--- src/inc/sensor_i2c_pkg.sv ---
package sensor_i2c_pkg;
  // target addresses selected by the strap pin
  localparam logic [6:0] TARGET_ADDR_LOW = 7'h18;
  localparam logic [6:0] TARGET_ADDR_HIGH = 7'h19;
  localparam logic [7:0] PTR_RESET = 8'h00;
  localparam logic [7:0] PTR_STEP = 8'h01;
  localparam logic [3:0] BITS_PER_BYTE = 4'h8;
  localparam logic [3:0] CTRL_ACK_SEEN = 4'h9;
  localparam int CLK_KHZ = 200000;
  localparam int WDT_SHORT_US = 1000;
  localparam int WDT_LONG_US = 50000;
  localparam int WDT_SHORT_CYC = WDT_SHORT_US * (CLK_KHZ / 1000);
  localparam int WDT_LONG_CYC = WDT_LONG_US * (CLK_KHZ / 1000);
  localparam int WDT_W = 24;
  // idle the controller keeps after a write, by power mode
  localparam int IDLE_NORMAL_US = 2;
  localparam int IDLE_SUSPEND_US = 450;
  localparam int WBUF_DEPTH = 2;
  typedef struct packed {
    logic [7:0] addr;
    logic [7:0] data;
  } reg_write_t;
  localparam int WBUF_W = $bits(reg_write_t);
  typedef enum logic [3:0] {
    st_idle, st_addr, st_aack, st_reg, st_rack, st_wdat, st_push,
    st_wack, st_rdat, st_mack, st_ign
  } state_t;
endpackage

--- src/hdl/sensor_i2c_target_port.sv ---
`timescale 1ns/1ps
// Operation
// RQ1: target in standard and fast mode, 7-bit addressing only.
// RQ2: answer 0x18 with strap low, 0x19 with strap high.
// RQ3: data falling while clock high is start; bus busy afterwards.
// RQ4: data rising while clock high is stop; detected, transfer ends.
// RQ5: receiver holds data low through the ninth clock high phase.
// RQ6: stop right after start without clock low is ignored.
// RQ7: write: address with write bit, register address, one data byte.
// RQ8: acknowledge register address and data byte; one byte per write.
// RQ9: read uses write phase, repeated start, address with read bit.
// RQ10: send bytes while acknowledged; release line on not-acknowledge.
// RQ11: register pointer increments after each byte read; the code steps it only when the controller acknowledges the byte.
// RQ12: each read starts at the last written register address.
// RQ13: read start pointer is zero until an address is written.
// RQ14: watchdog resets the interface when the device locks the bus.
// RQ15: watchdog enable bit turns the watchdog on or off.
// RQ16: period select chooses 1 ms when 0, 50 ms when 1.
// RQ17: controller idles 2 us or 450 us after every write.
// RQ18: foreign address leaves data released, rest of transfer ignored.
module sensor_i2c_target_port #(
  parameter int WDT_SHORT_CYCLES = sensor_i2c_pkg::WDT_SHORT_CYC,
  parameter int WDT_LONG_CYCLES = sensor_i2c_pkg::WDT_LONG_CYC,
  parameter int FIFO_DEPTH = sensor_i2c_pkg::WBUF_DEPTH
) (
  input wire logic clk,
  input wire logic rst,
  input wire logic shared_clock_pin_i,
  output logic shared_clock_pin_o,
  output logic shared_clock_pin_oe,
  input wire logic shared_data_pin_i,
  output logic shared_data_pin_o,
  output logic shared_data_pin_oe,
  input wire logic address_select_pin,
  input wire logic watchdog_enable,
  input wire logic watchdog_long_sel,
  output logic [7:0] reg_addr,
  input wire logic [7:0] reg_rdata,
  output logic wr_valid,
  input wire logic wr_ready,
  output sensor_i2c_pkg::reg_write_t wr_word,
  output logic bus_busy
);
  import sensor_i2c_pkg::*;

  localparam int PW = (FIFO_DEPTH > 1) ? $clog2(FIFO_DEPTH) : 1;

  function automatic logic [PW-1:0] ptr_inc(input logic [PW-1:0] p);
    return (p == PW'(FIFO_DEPTH - 1)) ? '0 : p + 1'b1;
  endfunction

  logic scl_m, scl_s, scl_d, sda_m, sda_s, sda_d, strap_m, strap_s;
  state_t state_r, state_nxt;
  logic [3:0] cnt_r, cnt_nxt;
  logic [7:0] sh_r, sh_nxt, tx_r, tx_nxt;
  logic [7:0] ptr_r, ptr_nxt, start_ptr_r, start_ptr_nxt;
  logic oe_r, oe_nxt, rw_r, rw_nxt, seen_low_r, seen_low_nxt;
  logic [WDT_W-1:0] wdt_cnt_r, wdt_cnt_nxt;
  logic [WBUF_W-1:0] mem_r [FIFO_DEPTH];
  logic [PW-1:0] wp_r, rp_r;
  logic [PW:0] fill_r;

  // inputs from the pins pass two flops before anything looks at them
  always_ff @(posedge clk or posedge rst) begin
    if (rst) begin
      {scl_m, scl_s, scl_d} <= 3'h7;
      {sda_m, sda_s, sda_d} <= 3'h7;
      {strap_m, strap_s} <= 2'h0;
    end else begin
      {scl_m, scl_s, scl_d} <= {shared_clock_pin_i, scl_m, scl_s};
      {sda_m, sda_s, sda_d} <= {shared_data_pin_i, sda_m, sda_s};
      {strap_m, strap_s} <= {address_select_pin, strap_m};
    end
  end

  wire scl_rise = scl_s & ~scl_d;
  wire scl_fall = ~scl_s & scl_d;
  wire start_det = scl_s & scl_d & sda_d & ~sda_s; // [RQ3]
  wire stop_det = scl_s & scl_d & ~sda_d & sda_s; // [RQ4]
  wire stop_ok = stop_det & seen_low_r; // [RQ6]
  wire [6:0] my_addr = strap_s ? TARGET_ADDR_HIGH : TARGET_ADDR_LOW; // [RQ2]
  // only seven address bits exist; a 10-bit header never matches [RQ1]
  wire addr_hit = (sh_r[7:1] == my_addr);
  wire byte_end = scl_fall & (cnt_r == BITS_PER_BYTE);
  wire in_ready = (fill_r != (PW + 1)'(FIFO_DEPTH));
  wire [WDT_W-1:0] wdt_lim = watchdog_long_sel ?
    WDT_W'(WDT_LONG_CYCLES) : WDT_W'(WDT_SHORT_CYCLES); // [RQ16]
  // counts only while this end holds a line low and the clock stands
  wire wdt_active = watchdog_enable & (oe_r | shared_clock_pin_oe); // [RQ15]
  wire wdt_fire = wdt_active & (wdt_cnt_r >= wdt_lim - 1'b1); // [RQ14]
  // a watchdog reset drops the stalled word rather than half-ending it
  wire push = (state_r == st_push) & in_ready & ~wdt_fire;
  wire pop = wr_valid & wr_ready;

  always_comb begin
    state_nxt = state_r;
    cnt_nxt = cnt_r;
    sh_nxt = sh_r;
    tx_nxt = tx_r;
    ptr_nxt = ptr_r;
    start_ptr_nxt = start_ptr_r;
    oe_nxt = oe_r;
    rw_nxt = rw_r;
    seen_low_nxt = start_det ? 1'b0 : (scl_fall ? 1'b1 : seen_low_r);
    wdt_cnt_nxt = (!wdt_active || scl_rise || scl_fall) ? '0 :
      wdt_cnt_r + 1'b1;
    if (wdt_fire) begin
      state_nxt = st_idle; // [RQ14]
      oe_nxt = 1'b0;
    end else if (stop_ok) begin
      state_nxt = st_idle; // [RQ4]
      oe_nxt = 1'b0;
    end else if (start_det) begin
      state_nxt = st_addr; // [RQ3] [RQ9]
      cnt_nxt = '0;
      oe_nxt = 1'b0;
    end else begin
      case (state_r)
        st_addr, st_reg, st_wdat: begin
          if (scl_rise) begin
            sh_nxt = {sh_r[6:0], sda_s};
            cnt_nxt = cnt_r + 1'b1;
          end
          if (byte_end) begin
            if (state_r == st_wdat) begin
              // clock is stretched until the buffer takes the word
              state_nxt = st_push;
            end else if (state_r == st_reg) begin
              state_nxt = st_rack; // [RQ8]
              oe_nxt = 1'b1;
              ptr_nxt = sh_r;
              start_ptr_nxt = sh_r; // [RQ12]
            end else if (addr_hit) begin
              state_nxt = st_aack; // [RQ5]
              oe_nxt = 1'b1;
              rw_nxt = sh_r[0];
              ptr_nxt = sh_r[0] ? start_ptr_r : ptr_r; // [RQ12] [RQ13]
            end else begin
              state_nxt = st_ign; // [RQ18]
            end
          end
        end
        st_aack: begin
          if (scl_fall) begin
            cnt_nxt = '0;
            if (rw_r) begin
              state_nxt = st_rdat; // [RQ10]
              tx_nxt = reg_rdata;
              oe_nxt = ~reg_rdata[7];
            end else begin
              state_nxt = st_reg; // [RQ7]
              oe_nxt = 1'b0;
            end
          end
        end
        st_rack: begin
          if (scl_fall) begin
            state_nxt = st_wdat; // [RQ7]
            cnt_nxt = '0;
            oe_nxt = 1'b0;
          end
        end
        st_push: begin
          if (push) begin
            state_nxt = st_wack; // [RQ8]
            oe_nxt = 1'b1;
          end
        end
        st_wack: begin
          // further data bytes are not taken: one byte per sequence
          if (scl_fall) begin
            state_nxt = st_ign; // [RQ8]
            oe_nxt = 1'b0;
          end
        end
        st_rdat: begin
          if (scl_rise) begin
            cnt_nxt = cnt_r + 1'b1;
          end
          if (byte_end) begin
            state_nxt = st_mack; // [RQ5]
            oe_nxt = 1'b0;
          end else if (scl_fall) begin
            tx_nxt = {tx_r[6:0], 1'b0};
            oe_nxt = ~tx_r[6];
          end
        end
        st_mack: begin
          if (scl_rise) begin
            if (!sda_s) begin
              cnt_nxt = CTRL_ACK_SEEN;
              ptr_nxt = ptr_r + PTR_STEP; // [RQ11]
            end else begin
              state_nxt = st_ign; // [RQ10]
            end
          end else if (scl_fall && cnt_r == CTRL_ACK_SEEN) begin
            state_nxt = st_rdat; // [RQ10]
            cnt_nxt = '0;
            tx_nxt = reg_rdata;
            oe_nxt = ~reg_rdata[7];
          end
        end
        st_ign: oe_nxt = 1'b0; // [RQ18]
        st_idle: oe_nxt = 1'b0;
        default: begin
          state_nxt = st_idle;
          oe_nxt = 1'b0;
        end
      endcase
    end
  end

  always_ff @(posedge clk or posedge rst) begin
    if (rst) begin
      state_r <= st_idle;
      cnt_r <= '0;
      sh_r <= '0;
      tx_r <= '0;
      ptr_r <= PTR_RESET;
      start_ptr_r <= PTR_RESET; // [RQ13]
      oe_r <= 1'b0;
      rw_r <= 1'b0;
      seen_low_r <= 1'b0;
      wdt_cnt_r <= '0;
    end else begin
      state_r <= state_nxt;
      cnt_r <= cnt_nxt;
      sh_r <= sh_nxt;
      tx_r <= tx_nxt;
      ptr_r <= ptr_nxt;
      start_ptr_r <= start_ptr_nxt;
      oe_r <= oe_nxt;
      rw_r <= rw_nxt;
      seen_low_r <= seen_low_nxt;
      wdt_cnt_r <= wdt_cnt_nxt;
    end
  end

  // two-entry write buffer between the bus and the register file
  genvar g;
  generate
    for (g = 0; g < FIFO_DEPTH; g++) begin : g_wbuf
      always_ff @(posedge clk or posedge rst) begin
        if (rst) begin
          mem_r[g] <= '0;
        end else if (push && wp_r == PW'(g)) begin
          mem_r[g] <= {ptr_r, sh_r}; // [RQ7]
        end
      end
    end
  endgenerate

  always_ff @(posedge clk or posedge rst) begin
    if (rst) begin
      wp_r <= '0;
      rp_r <= '0;
      fill_r <= '0;
    end else begin
      wp_r <= push ? ptr_inc(wp_r) : wp_r;
      rp_r <= pop ? ptr_inc(rp_r) : rp_r;
      fill_r <= fill_r + (PW + 1)'(push) - (PW + 1)'(pop);
    end
  end

  assign wr_valid = (fill_r != '0);
  assign wr_word = mem_r[rp_r];
  assign reg_addr = ptr_r;
  assign bus_busy = (state_r != st_idle); // [RQ3]
  assign shared_data_pin_o = 1'b0;
  assign shared_data_pin_oe = oe_r; // [RQ5]
  assign shared_clock_pin_o = 1'b0;
  assign shared_clock_pin_oe = (state_r == st_push);

  property p_foreign;
    @(posedge clk) disable iff (rst)
    (state_r == st_addr && byte_end && !addr_hit && !wdt_fire &&
     !stop_ok && !start_det) |=> (state_r == st_ign) && !oe_r;
  endproperty
  a_foreign: assert property (p_foreign) // [RQ18]
    else $error("foreign address not ignored");
  property p_ack_low;
    @(posedge clk) disable iff (rst)
    (state_r == st_aack || state_r == st_rack || state_r == st_wack)
      |-> oe_r;
  endproperty
  a_ack_low: assert property (p_ack_low) // [RQ5]
    else $error("ack bit not driven low");
  property p_start;
    @(posedge clk) disable iff (rst)
    (start_det && !wdt_fire && !stop_ok) |=> state_r == st_addr && bus_busy;
  endproperty
  a_start: assert property (p_start) // [RQ3]
    else $error("start not taken");
  property p_stop;
    @(posedge clk) disable iff (rst)
    stop_ok |=> (state_r == st_idle) && !oe_r && !bus_busy;
  endproperty
  a_stop: assert property (p_stop) // [RQ4]
    else $error("stop not taken");
  property p_bare_stop;
    @(posedge clk) disable iff (rst)
    (stop_det && !seen_low_r && state_r == st_addr && !wdt_fire)
      |=> state_r == st_addr;
  endproperty
  a_bare_stop: assert property (p_bare_stop) // [RQ6]
    else $error("stop directly after start honoured");
  property p_nack;
    @(posedge clk) disable iff (rst)
    (state_r == st_mack && scl_rise && sda_s && !stop_ok && !wdt_fire &&
     !start_det) |=> (state_r == st_ign) ##1 !oe_r;
  endproperty
  a_nack: assert property (p_nack) // [RQ10]
    else $error("not-acknowledge did not end the read");
  property p_inc;
    @(posedge clk) disable iff (rst)
    (state_r == st_mack && scl_rise && !sda_s && !wdt_fire && !stop_ok &&
     !start_det) |=> ptr_r == $past(ptr_r) + PTR_STEP;
  endproperty
  a_inc: assert property (p_inc) // [RQ11]
    else $error("pointer not advanced after read byte");
  property p_read_start;
    @(posedge clk) disable iff (rst)
    (state_r == st_addr && byte_end && addr_hit && sh_r[0] && !wdt_fire &&
     !stop_ok && !start_det) |=> ptr_r == $past(start_ptr_r);
  endproperty
  a_read_start: assert property (p_read_start) // [RQ12]
    else $error("read did not start at last written address");
  property p_wdt;
    @(posedge clk) disable iff (rst)
    wdt_fire |=> (state_r == st_idle) && !oe_r && !shared_clock_pin_oe;
  endproperty
  a_wdt: assert property (p_wdt) // [RQ14]
    else $error("watchdog did not release the bus");
  property p_wdt_off;
    @(posedge clk) disable iff (rst)
    !watchdog_enable |=> wdt_cnt_r == '0;
  endproperty
  a_wdt_off: assert property (p_wdt_off) // [RQ15]
    else $error("watchdog counts while disabled");
  property p_one_byte;
    @(posedge clk) disable iff (rst)
    push |=> (state_r == st_wack) && oe_r && fill_r != '0;
  endproperty
  a_one_byte: assert property (p_one_byte) // [RQ8]
    else $error("data byte not buffered and acknowledged");
  c_write: cover property (@(posedge clk) disable iff (rst) push);
  c_read_more: cover property (@(posedge clk) disable iff (rst)
    state_r == st_mack && cnt_r == CTRL_ACK_SEEN);
  c_nack: cover property (@(posedge clk) disable iff (rst)
    state_r == st_mack ##1 state_r == st_ign);
  c_stall: cover property (@(posedge clk) disable iff (rst)
    state_r == st_push && !in_ready);
endmodule // sensor_i2c_target_port

--- config.mk ---
export PLATFORM = sky130hd
export DESIGN_NAME = sensor_i2c_target_port
export DESIGN_NICKNAME = d
export VERILOG_FILES = /design/src/inc/sensor_i2c_pkg.sv /design/src/hdl/sensor_i2c_target_port.sv
export SDC_FILE = /design/constraint.sdc
export NUM_CORES = 1
export LEC_CHECK = 0
export BUFFER_PORTS_ARGS = -buffer_cell sky130_fd_sc_hd__buf_4
export CORE_MARGIN = 2
export CORE_UTILIZATION = 60
export DETAILED_ROUTE_END_ITERATION = 8
export PLACE_DENSITY = 0.8
export SYNTH_ARGS = -nofsm -noshare
export SYNTH_HDL_FRONTEND = slang
export SYNTH_SLANG_ARGS = --single-unit
--- constraint.sdc ---
create_clock -name clk -period 9.25 [get_ports clk]
set_input_delay 0.4625 -clock clk [delete_from_list [all_inputs] [get_ports clk]]
set_output_delay 0.4625 -clock clk [all_outputs]
set_load 0.02 [all_outputs]
==> results of run 1 <==
==> worst paths after layout <==
| kind | start | end | slack, ps | cells after the start |
|---|---|---|---|---|
| max in group asynchronous | rst | state_r[0] | 7920 | 3 |
| hold reg to reg | scl_m | scl_s | 360 | 0 |
| setup reg to reg | state_r[2] | mem_r[9] | 5430 | 6 |
| min in group clk | shared_data_pin_i | sda_m | 180 | 1 |
| setup / recovery | state_r[2] | mem_r[9] | 5430 | 6 |
| hold / removal | rst | wdt_cnt_r[1] | 170 | 2 |
==> power breakdown <==
group / internal (mW) / leakage (nW) / switching, mW
combinational: 0.0949 / 1.45 / 0.107
sequential: 0.513 / 1.47 / 0.0679
clock: 0.141 / 0.107 / 0.164
==> layer usage <==
| metal | routed length, µm | part of all wire [%] | vias to the layer above | GRT usage, % |
|---|---|---|---|---|
| met2 | 6090 | 48 | 143 | 38.9 |
| met1 | 5680 | 45 | 2160 | 33.8 |
| met4 | 185 | 1.5 | 0 | 7.43 |
| li1 | - | - | 2025 | - |
| met3 | 627 | 5.0 | 21 | 4.95 |
| met5 | 0 | 0 | - | 0 |
==> metrics by stage <==
step                      area, µm²  utilization, %  hold WS [ps]
after detailed placement       6410            65.5           350
after global placement         6410            65.5           346
after global routing           6610            67.7           163
after CTS                      6610            67.7           178
final                          6610            67.7           165
after floorplan                6030               -           331
==> registers in the layout, indices dropped and copies added, names as in the netlist <==
register            count
fill_r                  2
sh_r                    8
state_r                 4
sda_s                   1
strap_m                 1
start_ptr_r             8
rw_r                    1
rp_r                    1
scl_m                   1
seen_low_r              1
strap_s                 1
reg_addr                8
tx_r                    7
shared_data_pin_oe      1
scl_d                   1
mem_r                  32
wdt_cnt_r              24
cnt_r                   4
sda_m                   1
wp_r                    1
sda_d                   1
scl_s                   1
==> layout by cell type (no fill, tap or decap), types with 18 or more instances in the layout <==
master	instances
nor2_1	53
dfrtp_1	104
mux2_2	72
buf_4	46
o21ai_0	20
nand2_1	20
xor2_1	18
ha_1	18
nand3_1	19
==> area by class of cell <==
type	instances	area (µm²)
tap	133	166
sequential	110	2760
clock buffer	12	155
multi-input combinational	393	3080
fill	742	3160
inverter	15	58.8
clock inverter	4	52.6
timing repair buffer	46	345
==> critical path, cell delays in order, from the launching register on <==
cell     delay [ps]
dfrtp_1         940
nand2_1         240
nor3_2          270
o21ai_0         240
a31oi_4         700
or3b_1          880
mux2_2          420
==> cell usage after synthesis (all sizes together) (8+ instances only) <==
master	instances
nor3	15
nor4	9
mux2	82
clkbuf	8
dfrtp	104
inv	15
nand2	20
a21oi	13
ha	18
xnor2	13
nor2	54
nor2b	9
xor2	18
mux2i	8
nand4	9
nand3	19
buf	16
o21ai	23
==> kinds of logic (layout without fill, tap and decap cells) <==
family	count (synthesis)	after routing	synth area share (%)
adders and majority gates	18	18	3.74
other	1	2	0.0622
xor gates and xnor gates	31	31	4.51
AOI/OAI and AO/OA	81	81	9.53
buffers and inverters	39	77	3.22
and+or+nand+nor	171	171	15.9
DFF	110	110	45.8
muxes	90	90	17.3
==> summary.md, run 1 <==
| Metric | Value |
|---|---|
| Status | `finished clean` |
| Std-Cell Core Area | `0.00977 mm²` |
| Iter 0 DRT Violations | `299` |
| Post-route minimum period | `3820 ps` |
| Synth unique cells | `73` |
| Overall power | `1.09 mW` |
| Average via count per standard cell | `6.10` |
| First drt pass iteration count | `6` |
| Worst Max-Slew Pin Slew | `981 ps` |
| Total instance count after detailed placement | `697` |
| Horizontal extent of the die | `104 µm` |
| Kind of critical path | `reg2reg` |
| TritonCTS clock tree | `done` |
| Top cells by area, synth | `dfrtp_1 43%, mux2_2 13%, ha_1 3.7%` |
| HPWL reported at the end of detailed placement | `8.64 mm` |
| Initial antenna violation count | `0` |
| RSZ-0062 raised after global routing | `no` |
| Register bit count reported by yosys | `110` |
| Cts-stage hold buffer count | `0` |
| Remaining design rule violation count | `0` |
| Number of buffers added by the clock tree synthesis step | `9` |
| Seq/Total Area, Yosys | `45.8%` |
| Final routed wire length divided by cell count | `17.6 µm` |
| Average cell area after synthesis | `11.1 µm²` |
| Die height | `104 µm` |
| Netlist area before placement | `0.00603 mm²` |
| Setup Total Neg Slack | `0 ps` |
| Nature of the critical path startpoint | `register` |
| Final Cycle Share | `41.3%` |
| Top-level I/O count | `46` |
| Maximum buffer depth of the clock tree | `2` |
| Number of placement rows | `36` |
| Non-Filler Instances | `713` |
| Vias in the first global route | `4284` |
| Worst slack, placed | `5400 ps` |
| Starting density of the core | `61.6%` |
| Final max-slew violation count | `0` |
| Share of cells above drive strength 1 | `28.8%` |
| Sinks on the clock net | `110` |
| Ant. Diodes | `0` |
| Highest fanout seen on the critical path | `25` |
| Via count | `4349` |
| H-Tree Depth | `3` |
| Post-CTS Resized | `0` |
| Number of enable flip-flop cells after synthesis | `0` |
| Pin count of the biggest net entering global routing | `59` |
| Dominant cell type by area after synthesis | `dfrtp_1` |
| Area growth, synth to finish | `9.76%` |
| Worst Skew | `9.08 ps` |
| CP required | `9520 ps` |
| Max cap viols | `0` |
| Die outline area | `0.0109 mm²` |
| Gate count after technology mapping | `541` |
| Total power per unit cell area | `165 mW/mm²` |
| Fmax achieved | `262 MHz` |
| Setup violation total in the final timing report | `0` |
| Maximum VDD drop | `0.0836 mV` |
| Final layout net count | `609` |
| Global-route congestion overflow total | `0` |
| Most used DFF post-synth | `dfrtp_1` |
| LEAKAGE | `3.03 nW` |
| Total of warnings raised by yosys | `0` |
| Max transition margin | `34.6%` |
| Routability congestion estimate | `0.918` |
| Count of nets left with antenna violations after detail routing | `0` |
| Post-synth top area share | `43.2%` |
| FFs w/ async S/R, synth | `100%` |
| Worst-Skew Late Latency | `380 ps` |
| Min-delay worst type | `in2async` |
| Clk pin slew, worst setup/hold paths | `100 ps` |
| Data arrival, critical path | `4100 ps` |
| Port buffer count | `43` |
| Clock Root Buffer | `clkbuf_8` |
| Final hold violation count | `0` |
| Wire length of the first global-routing pass | `21.5 mm` |
| Worst setup slack after layout | `5430 ps` |
| Drt total wl | `12.6 mm` |
| Overall fraction of global-route tracks in use | `24.3%` |
| Endpoint type of the worst setup path | `register` |
| Post-CTS repair timing setup buffer count | `0` |
Power figures use the tool's default switching activity.
==> run 2, diff against run 1 <==
Settings changed: ABC_AREA set to 1, CORE_UTILIZATION 60 to 55, PLACE_DENSITY 0.8 to 0.77.
Clock period 9.25 ns to 3.4 ns, I/O delays scaled along.
==> run 2 against run 1 <==
- final cell count is 42% higher
- power grew to 4.1 times the previous value
- critical path type unchanged
- utilization is 4.1 points lower
- routed wire length is 12% higher
- non-clock buffer count is 4 higher
==> summary.md, run 2 <==
| Metric | Value |
|---|---|
| Count of nets left with antenna violations after detail routing | `0 (unchanged)` |
| Std-Cell Core Area | `0.0110 mm² (+12%)` |
| Post-route minimum period | `2510 ps (-1310 ps)` |
| Max cap viols | `0 (unchanged)` |
| Gr busiest metal | `met1` |
| Average cell area after synthesis | `7.59 µm² (-32%)` |
| TritonCTS clock tree | `done` |
| Worst Max-Slew Pin Slew | `966 ps (-14.6 ps)` |
| Synth cell count leaders | `264 x nand2_1, 104 x dfrtp_1, 102 x inv_1` |
| Final Core Density | `63.6% (-4.1 points)` |
| Horizontal extent of the die | `111 µm (+6.2%)` |
| Post-CTS Resized | `0 (unchanged)` |
| Final layout net count | `898 (+47%)` |
| CP required | `3680 ps (-5840 ps)` |
| Synth unique cells | `42 (-42%)` |
| Worst path cell trace | `ha_1 -> nand2_1 -> inv_1 -> nand2_1 -> nand2_1 -> nand2_1 -> nand2_1 -> nand2_1 -> nand3_1 -> nand2_4 -> nand2_4 -> ha_1 -> inv_1 -> ha_1 -> xnor2_1 -> xor2_1` |
| H-Tree Depth | `3 (unchanged)` |
| Number of cell instances on the worst register-to-register path | `16 (+10)` |
| Total of warnings raised by yosys | `0 (unchanged)` |
| Final max-slew violation count | `0 (unchanged)` |
| Nature of the critical path startpoint | `register` |
| Top-level I/O count | `46 (unchanged)` |
| Cts-stage hold buffer count | `3 (+3)` |
| Number of enable flip-flop cells after synthesis | `0 (unchanged)` |
| Wire length of the first global-routing pass | `24.5 mm (+14%)` |
| FFs w/ async S/R, synth | `100% (unchanged)` |
| Highest fanout seen on the critical path | `13 (-48%)` |
| Total power per unit cell area | `643 mW/mm² (+290%)` |
| Endpoint type of the worst setup path | `register` |
| Clock Root Buffer | `clkbuf_16` |
| Global-route congestion overflow total | `0 (unchanged)` |
| Count of fill cells added during filler insertion | `954 (+29%)` |
| Global-route track usage on met1 | `36.0% (+2.3 points)` |
| Netlist area before placement | `0.00626 mm² (+3.8%)` |
| LEAKAGE | `3.58 nW (+18%)` |
| Iter 0 DRT Violations | `356 (+19%)` |
| Post-synth top area share | `41.6% (-1.6 points)` |
| Drt total wl | `14.1 mm (+12%)` |
| Max transition margin | `35.6% (+0.97 points)` |
| Delay contributed by the slowest stage of the critical path | `440 ps (-500 ps)` |
| Number of buffers added by the clock tree synthesis step | `9 (unchanged)` |
| HPWL reported at the end of detailed placement | `10.3 mm (+19%)` |
| Fmax achieved | `398 MHz (+52%)` |
| Vias in the first global route | `5147 (+20%)` |
| Setup violation total in the final timing report | `0 (unchanged)` |
| Worst path most repeated cell | `nand2_1` |
| Number of flip-flops under the largest register name | `32 (unchanged)` |
| Terminus of the critical flop-to-flop path | `fill_r[1]` |
| Sinks on the clock net | `110 (unchanged)` |
| Seq/Total Area, Yosys | `44.1% (-1.7 points)` |
| Worst Skew | `15.8 ps (+6.69 ps)` |
| Dominant cell type by area after synthesis | `dfrtp_1` |
| Buffer and inverter count on the worst path | `2 (+2)` |
| Die outline area | `0.0122 mm² (+13%)` |
| Min-delay worst type | `in2async` |
| Data arrival, critical path | `2800 ps (-1300 ps)` |
| Worst-Skew Late Latency | `360 ps (-20 ps)` |
| Clk pin slew, worst setup/hold paths | `80 ps (-20 ps)` |
| Die height | `111 µm (+6.2%)` |
| Kind of critical path | `reg2reg` |
| CP max-delay cell | `dfrtp_1` |
| Most flops, register | `mem_r` |
| Share of cells above drive strength 1 | `12.5% (-16 points)` |
| Area of the multi-input gates | `0.00296 mm² (-3.7%)` |
| Largest registers | `mem_r x32, wdt_cnt_r x24` |
| Initial antenna violation count | `0 (unchanged)` |
| Ant. Diodes | `0 (unchanged)` |
| Worst path top cell family by delay | `simple AND/OR/NAND/NOR gates` |
| Flop-to-flop setup slack | `890 ps (-4540 ps)` |
| Maximum buffer depth of the clock tree | `2 (unchanged)` |
| Highest-count cells in the layout ignoring fill and taps | `264 x nand2_1, 104 x dfrtp_1, 101 x inv_1` |
| Register Area | `0.00276 mm² (unchanged)` |
| Maximum VDD drop | `0.467 mV (+460%)` |
| Port buffer count | `43 (unchanged)` |
| Average via count per standard cell | `5.35 (-12%)` |
| Top cells by area, synth | `dfrtp_1 42%, nand2_1 16%, inv_1 6.1%` |
| Overall power | `4.49 mW (+310%)` |
| Number of placement rows | `38 (+5.6%)` |
| RSZ-0062 raised after global routing | `no` |
| Met2 Usage GRT | `35.3% (-3.5 points)` |
| Met3 usage | `4.16% (-0.79 points)` |
| Area growth, synth to finish | `11.6%` |
| Post-CTS repair timing setup buffer count | `0 (unchanged)` |
| Routability congestion estimate | `0.911 (-0.80%)` |
| Via count | `5395 (+24%)` |
| First drt pass iteration count | `5 (-1)` |
| Launch point of the worst reg-to-reg path | `wdt_cnt_r[11]` |
| Final hold violation count | `0 (unchanged)` |
| Pin count of the biggest net entering global routing | `79 (+34%)` |
| Status | `finished clean` |
| Gate count after technology mapping | `824 (+52%)` |
| Starting density of the core | `57.0% (-4.7 points)` |
| Commonest non-fill, non-tap cell in the layout | `nand2_1` |
| Overall fraction of global-route tracks in use | `24.2% (-0.17 points)` |
| Most used DFF post-synth | `dfrtp_1` |
| Dominant cell by count in the synthesized netlist | `nand2_1` |
| Final Cycle Share | `73.9% (+33 points)` |
| Setup Total Neg Slack | `0 ps (unchanged)` |
| Final routed wire length divided by cell count | `14.0 µm (-21%)` |
| Remaining design rule violation count | `0 (unchanged)` |
| Register bit count reported by yosys | `110 (unchanged)` |
run 2: changes by cell type in the layout (fill, tap and decap cells not counted), moves of 10 or more:
cell and change:
nor2_1 +16, inv_1 +88, nand2_1 +244, mux2_2 -72, nand3_1 +24, o21ai_1 +14
clkbuf_8 -11, mux2_4 -10, o21ai_0 +41
run 2: cells by family (layout without fill, tap and decap cells):
group	Yosys count	in the layout	share of synthesized area, %
flip-flops	110	110	44.1
buffers and inverters	128	172	8.64
XOR/XNOR	16	16	2.24
adder cells (fa/ha/maj)	18	18	3.60
AND/OR/NAND/NOR	440	440	31.3
AO/OA/AOI/OAI	111	111	10.1
other	1	2	0.0599
run 2: power by group:
part	internal (mW)	switching (mW)
registers	1.52	0.253
clock network	0.522	0.540
logic	0.578	1.08
total	2.62	1.87
run 2: how the worst max path moves through the flow:
stage | to | slack (ps) | depth (start not counted) | startpoint
after floorplan | cnt_r[0] | 340 | 1 | rst
after global placement | fill_r[1] | 890 | 16 | watchdog_long_sel
after detailed placement | fill_r[1] | 790 | 16 | watchdog_long_sel
after CTS | fill_r[1] | 880 | 16 | wdt_cnt_r[11]
after global routing | wdt_cnt_r[11] | 630 | 6 | state_r[3]
final | fill_r[1] | 890 | 16 | wdt_cnt_r[11]
run 2: worst reg2reg max path, stage by stage (launching register included):
cell and delay [ps]:
dfrtp_1 440, ha_1 290, nand2_1 90, inv_1 50, nand2_1 60, nand2_1 40
nand2_1 50, nand2_1 40, nand2_1 60, nand3_1 120, nand2_4 220, nand2_4 150
ha_1 300, inv_1 40, ha_1 180, xnor2_1 160, xor2_1 160
run 2: per-layer routing:
layer	share of wire [%]	vias up	wire length, µm
met4	1.9	0	267
met3	6.1	26	868
met5	0	-	0
li1	-	2685	-
met2	43	166	6110
met1	49	2518	6900
run 2: layout make-up:
type | count | area share [%]
multi-input cells | 587 | 42.4
flip-flops and latches | 110 | 39.5
inverters | 106 | 5.77
repair buffers | 50 | 5.48
clock buffers | 9 | 3.22
well taps | 140 | 2.51
clock inverters | 7 | 1.11
run 2: through the flow:
step / setup WS (ps) / instances / hold slack [ps] / cell area [µm²]
after floorplan: 338 / 825 / 174 / 6260
after global placement: 895 / 990 / 280 / 6650
after detailed placement: 790 / 990 / 281 / 6650
after CTS: 878 / 1009 / 54.2 / 6980
after global routing: 628 / 1009 / 87.3 / 6980
final: 887 / 1009 / 35.3 / 6980
==> run 3, diff against run 2 <==
Clock period 3.4 ns to 2.1 ns, I/O delays scaled along.
==> run 3 against run 2 <==
- final area is 9.4% higher
- die area stayed put
- non-clock buffer count is 60 higher
- setup slack worse by 1000 ps
- critical path type unchanged
- global-route usage is 0.69 points higher
- clock-buffer cell count is 2 higher
- the run now ends with negative setup slack left
==> summary.md, run 3 (same netlist as run 2, synthesis figures left out) <==
| Metric | Value |
|---|---|
| Status | `finished, violations left` |
| Violated checks | `negative setup slack` |
| Count of nets left with antenna violations after detail routing | `0 (unchanged)` |
| Iter 0 DRT Violations | `346 (-2.8%)` |
| Number of buffers added by the clock tree synthesis step | `9 (unchanged)` |
| Setup violation total in the final timing report | `10 (+10)` |
| Endpoint type of the worst setup path | `register` |
| CP required | `2340 ps (-1340 ps)` |
| Most flops, register | `mem_r` |
| Final routed wire length divided by cell count | `13.9 µm (-0.82%)` |
| Non-Filler Instances | `1068 (+5.8%)` |
| Pin count of the biggest net entering global routing | `51 (-35%)` |
| Area growth, synth to finish | `22.1%` |
| Final Cycle Share | `107% (+33 points)` |
| Horizontal extent of the die | `111 µm (unchanged)` |
| Cell area after placement | `0.00714 mm² (+7.3%)` |
| Launch point of the worst reg-to-reg path | `wdt_cnt_r[11]` |
| Vias in the first global route | `5367 (+4.3%)` |
| Worst Skew | `12.1 ps (-3.69 ps)` |
| Share of cells above drive strength 1 | `20.4% (+7.8 points)` |
| Kind of critical path | `reg2reg` |
| Ant. Diodes | `0 (unchanged)` |
| Via count | `5668 (+5.1%)` |
| Number of placement rows | `38 (unchanged)` |
| Clk pin slew, worst setup/hold paths | `70 ps (about the same)` |
| Maximum VDD drop | `0.906 mV (+94%)` |
| Largest registers | `mem_r x32, wdt_cnt_r x24` |
| H-Tree Depth | `3 (unchanged)` |
| Final hold violation count | `0 (unchanged)` |
| End of the critical path | `fill_r[1]` |
| Routability congestion estimate | `0.919 (+0.94%)` |
| Die height | `111 µm (unchanged)` |
| Fmax achieved | `447 MHz (+12%)` |
| HPWL reported at the end of detailed placement | `11.0 mm (+6.4%)` |
| Min-delay worst type | `in2reg` |
| Worst-Skew Late Latency | `360 ps (about the same)` |
| Port buffer count | `43 (unchanged)` |
| Nature of the critical path startpoint | `register` |
| Worst setup slack after layout | `-138 ps (-1020 ps)` |
| Top-level I/O count | `46 (unchanged)` |
| First drt pass iteration count | `5 (unchanged)` |
| Highest-count cells in the layout ignoring fill and taps | `258 x nand2_1, 104 x dfrtp_1, 99 x inv_1` |
| Commonest non-fill, non-tap cell in the layout | `nand2_1` |
| Total power per unit cell area | `976 mW/mm² (+52%)` |
| Max cap viols | `0 (unchanged)` |
| Data arrival, critical path | `2480 ps (-320 ps)` |
| Overall power | `7.46 mW (+66%)` |
| Flop-to-flop setup slack | `-140 ps (-1020 ps)` |
| Launching element of the worst setup path | `wdt_cnt_r[11]` |
| Remaining design rule violation count | `0 (unchanged)` |
| Final max-slew violation count | `0 (unchanged)` |
| Clock Root Buffer | `clkbuf_16` |
| RSZ-0062 raised after global routing | `yes` |
| Finished layout cell area | `0.00764 mm² (+9.4%)` |
| Number of flip-flops under the largest register name | `32 (unchanged)` |
| Sinks on the clock net | `110 (unchanged)` |
| Die outline area | `0.0122 mm² (unchanged)` |
| Maximum buffer depth of the clock tree | `2 (unchanged)` |
| Wire length of the first global-routing pass | `25.1 mm (+2.2%)` |
| Highest fanout seen on the critical path | `2 (-11)` |
| Post-route minimum period | `2240 ps (-275 ps)` |
| Final layout net count | `958 (+6.7%)` |
| Global-route congestion overflow total | `0 (unchanged)` |
| Average via count per standard cell | `5.31 (-0.74%)` |
| Initial antenna violation count | `0 (unchanged)` |
| Final Core Density | `69.6% (+6.0 points)` |
| Total instance count after detailed placement | `1041 (+5.2%)` |
| Number of cell instances on the worst register-to-register path | `16 (unchanged)` |
| Overall fraction of global-route tracks in use | `24.8% (+0.69 points)` |
| TritonCTS clock tree | `done` |
| Starting density of the core | `57.0% (unchanged)` |
| Terminus of the critical flop-to-flop path | `fill_r[1]` |
| Std-Cell Core Area | `0.0110 mm² (unchanged)` |
| LEAKAGE | `3.91 nW (+9.4%)` |
| Drt total wl | `14.9 mm (+5.0%)` |
run 3: cell count changes in the layout (fill, tap and decap cells not counted), moves of 5 or more:
cell	before	now
buf_4	47	98
ha_1	18	12
ha_4	0	6
nand2_1	264	258
buf_12	0	5
nor2_1	69	64
run 3: cell type report:
cell class	count	area, µm²
clock buffer	11	253
clock inverter	4	31.3
fill	852	3340
inverter	106	404
multi-input combinational	587	3110
sequential	110	2760
tap	140	175
timing repair buffer	110	908
run 3: where the power goes:
group          switching (mW)  internal [mW]
Sequential              0.359           2.46
Combinational            1.85           1.13
Clock                   0.777          0.869
run 3: how the worst min path moves through the flow:
stage	from	endpoint	slack (ps)	cells past startpoint
global route	reg_rdata[4]	tx_r[4]	60	5
detailed placement	rst	strap_s	170	2
CTS	reg_rdata[3]	tx_r[3]	30	5
finish	reg_rdata[4]	tx_r[4]	30	5
floorplan	shared_clock_pin_i	scl_m	110	0
global placement	rst	strap_s	160	2
run 3: repair_timing:
item | in CTS | in global routing
setup buffers | 2 | 5
gates resized for setup | 4 | 24
pin swaps | 5 | 12
endpoints found under the setup margin | 40 | 76
cloned | 0 | 0
hold buffers | 5 | 0
endpoints found under the hold margin | 23 | 0
run 3: per-stage QoR:
step	hold WS [ps]	setup TNS (ps)	setup WS, ps
global placement	160	-63.7	-63.7
floorplan	109	-378	-307
global route	58.1	-7470	-246
detailed placement	167	-968	-133
finish	33.7	-329	-138
CTS	25.9	-97.9	-84.9
run 3: per-layer routing:
metal / global-route usage [%] / routed length [µm]
met5: 0 / 0
met4: 10.3 / 453
met3: 4.21 / 556
met2: 42.7 / 7510
met1: 31.1 / 6340
run 3: critical path: stages (launching register included):
cell and delay (ps):
dfrtp_1 420, ha_4 270, nand2_4 70, inv_2 40
nand2_1 50, nand2_1 60, nand2_1 50, nand2_1 70
nand2_1 100, nand3_2 90, nand2_4 120, nand2_8 50
ha_4 260, inv_2 40, ha_4 150, xnor2_2 120
xor2_1 160
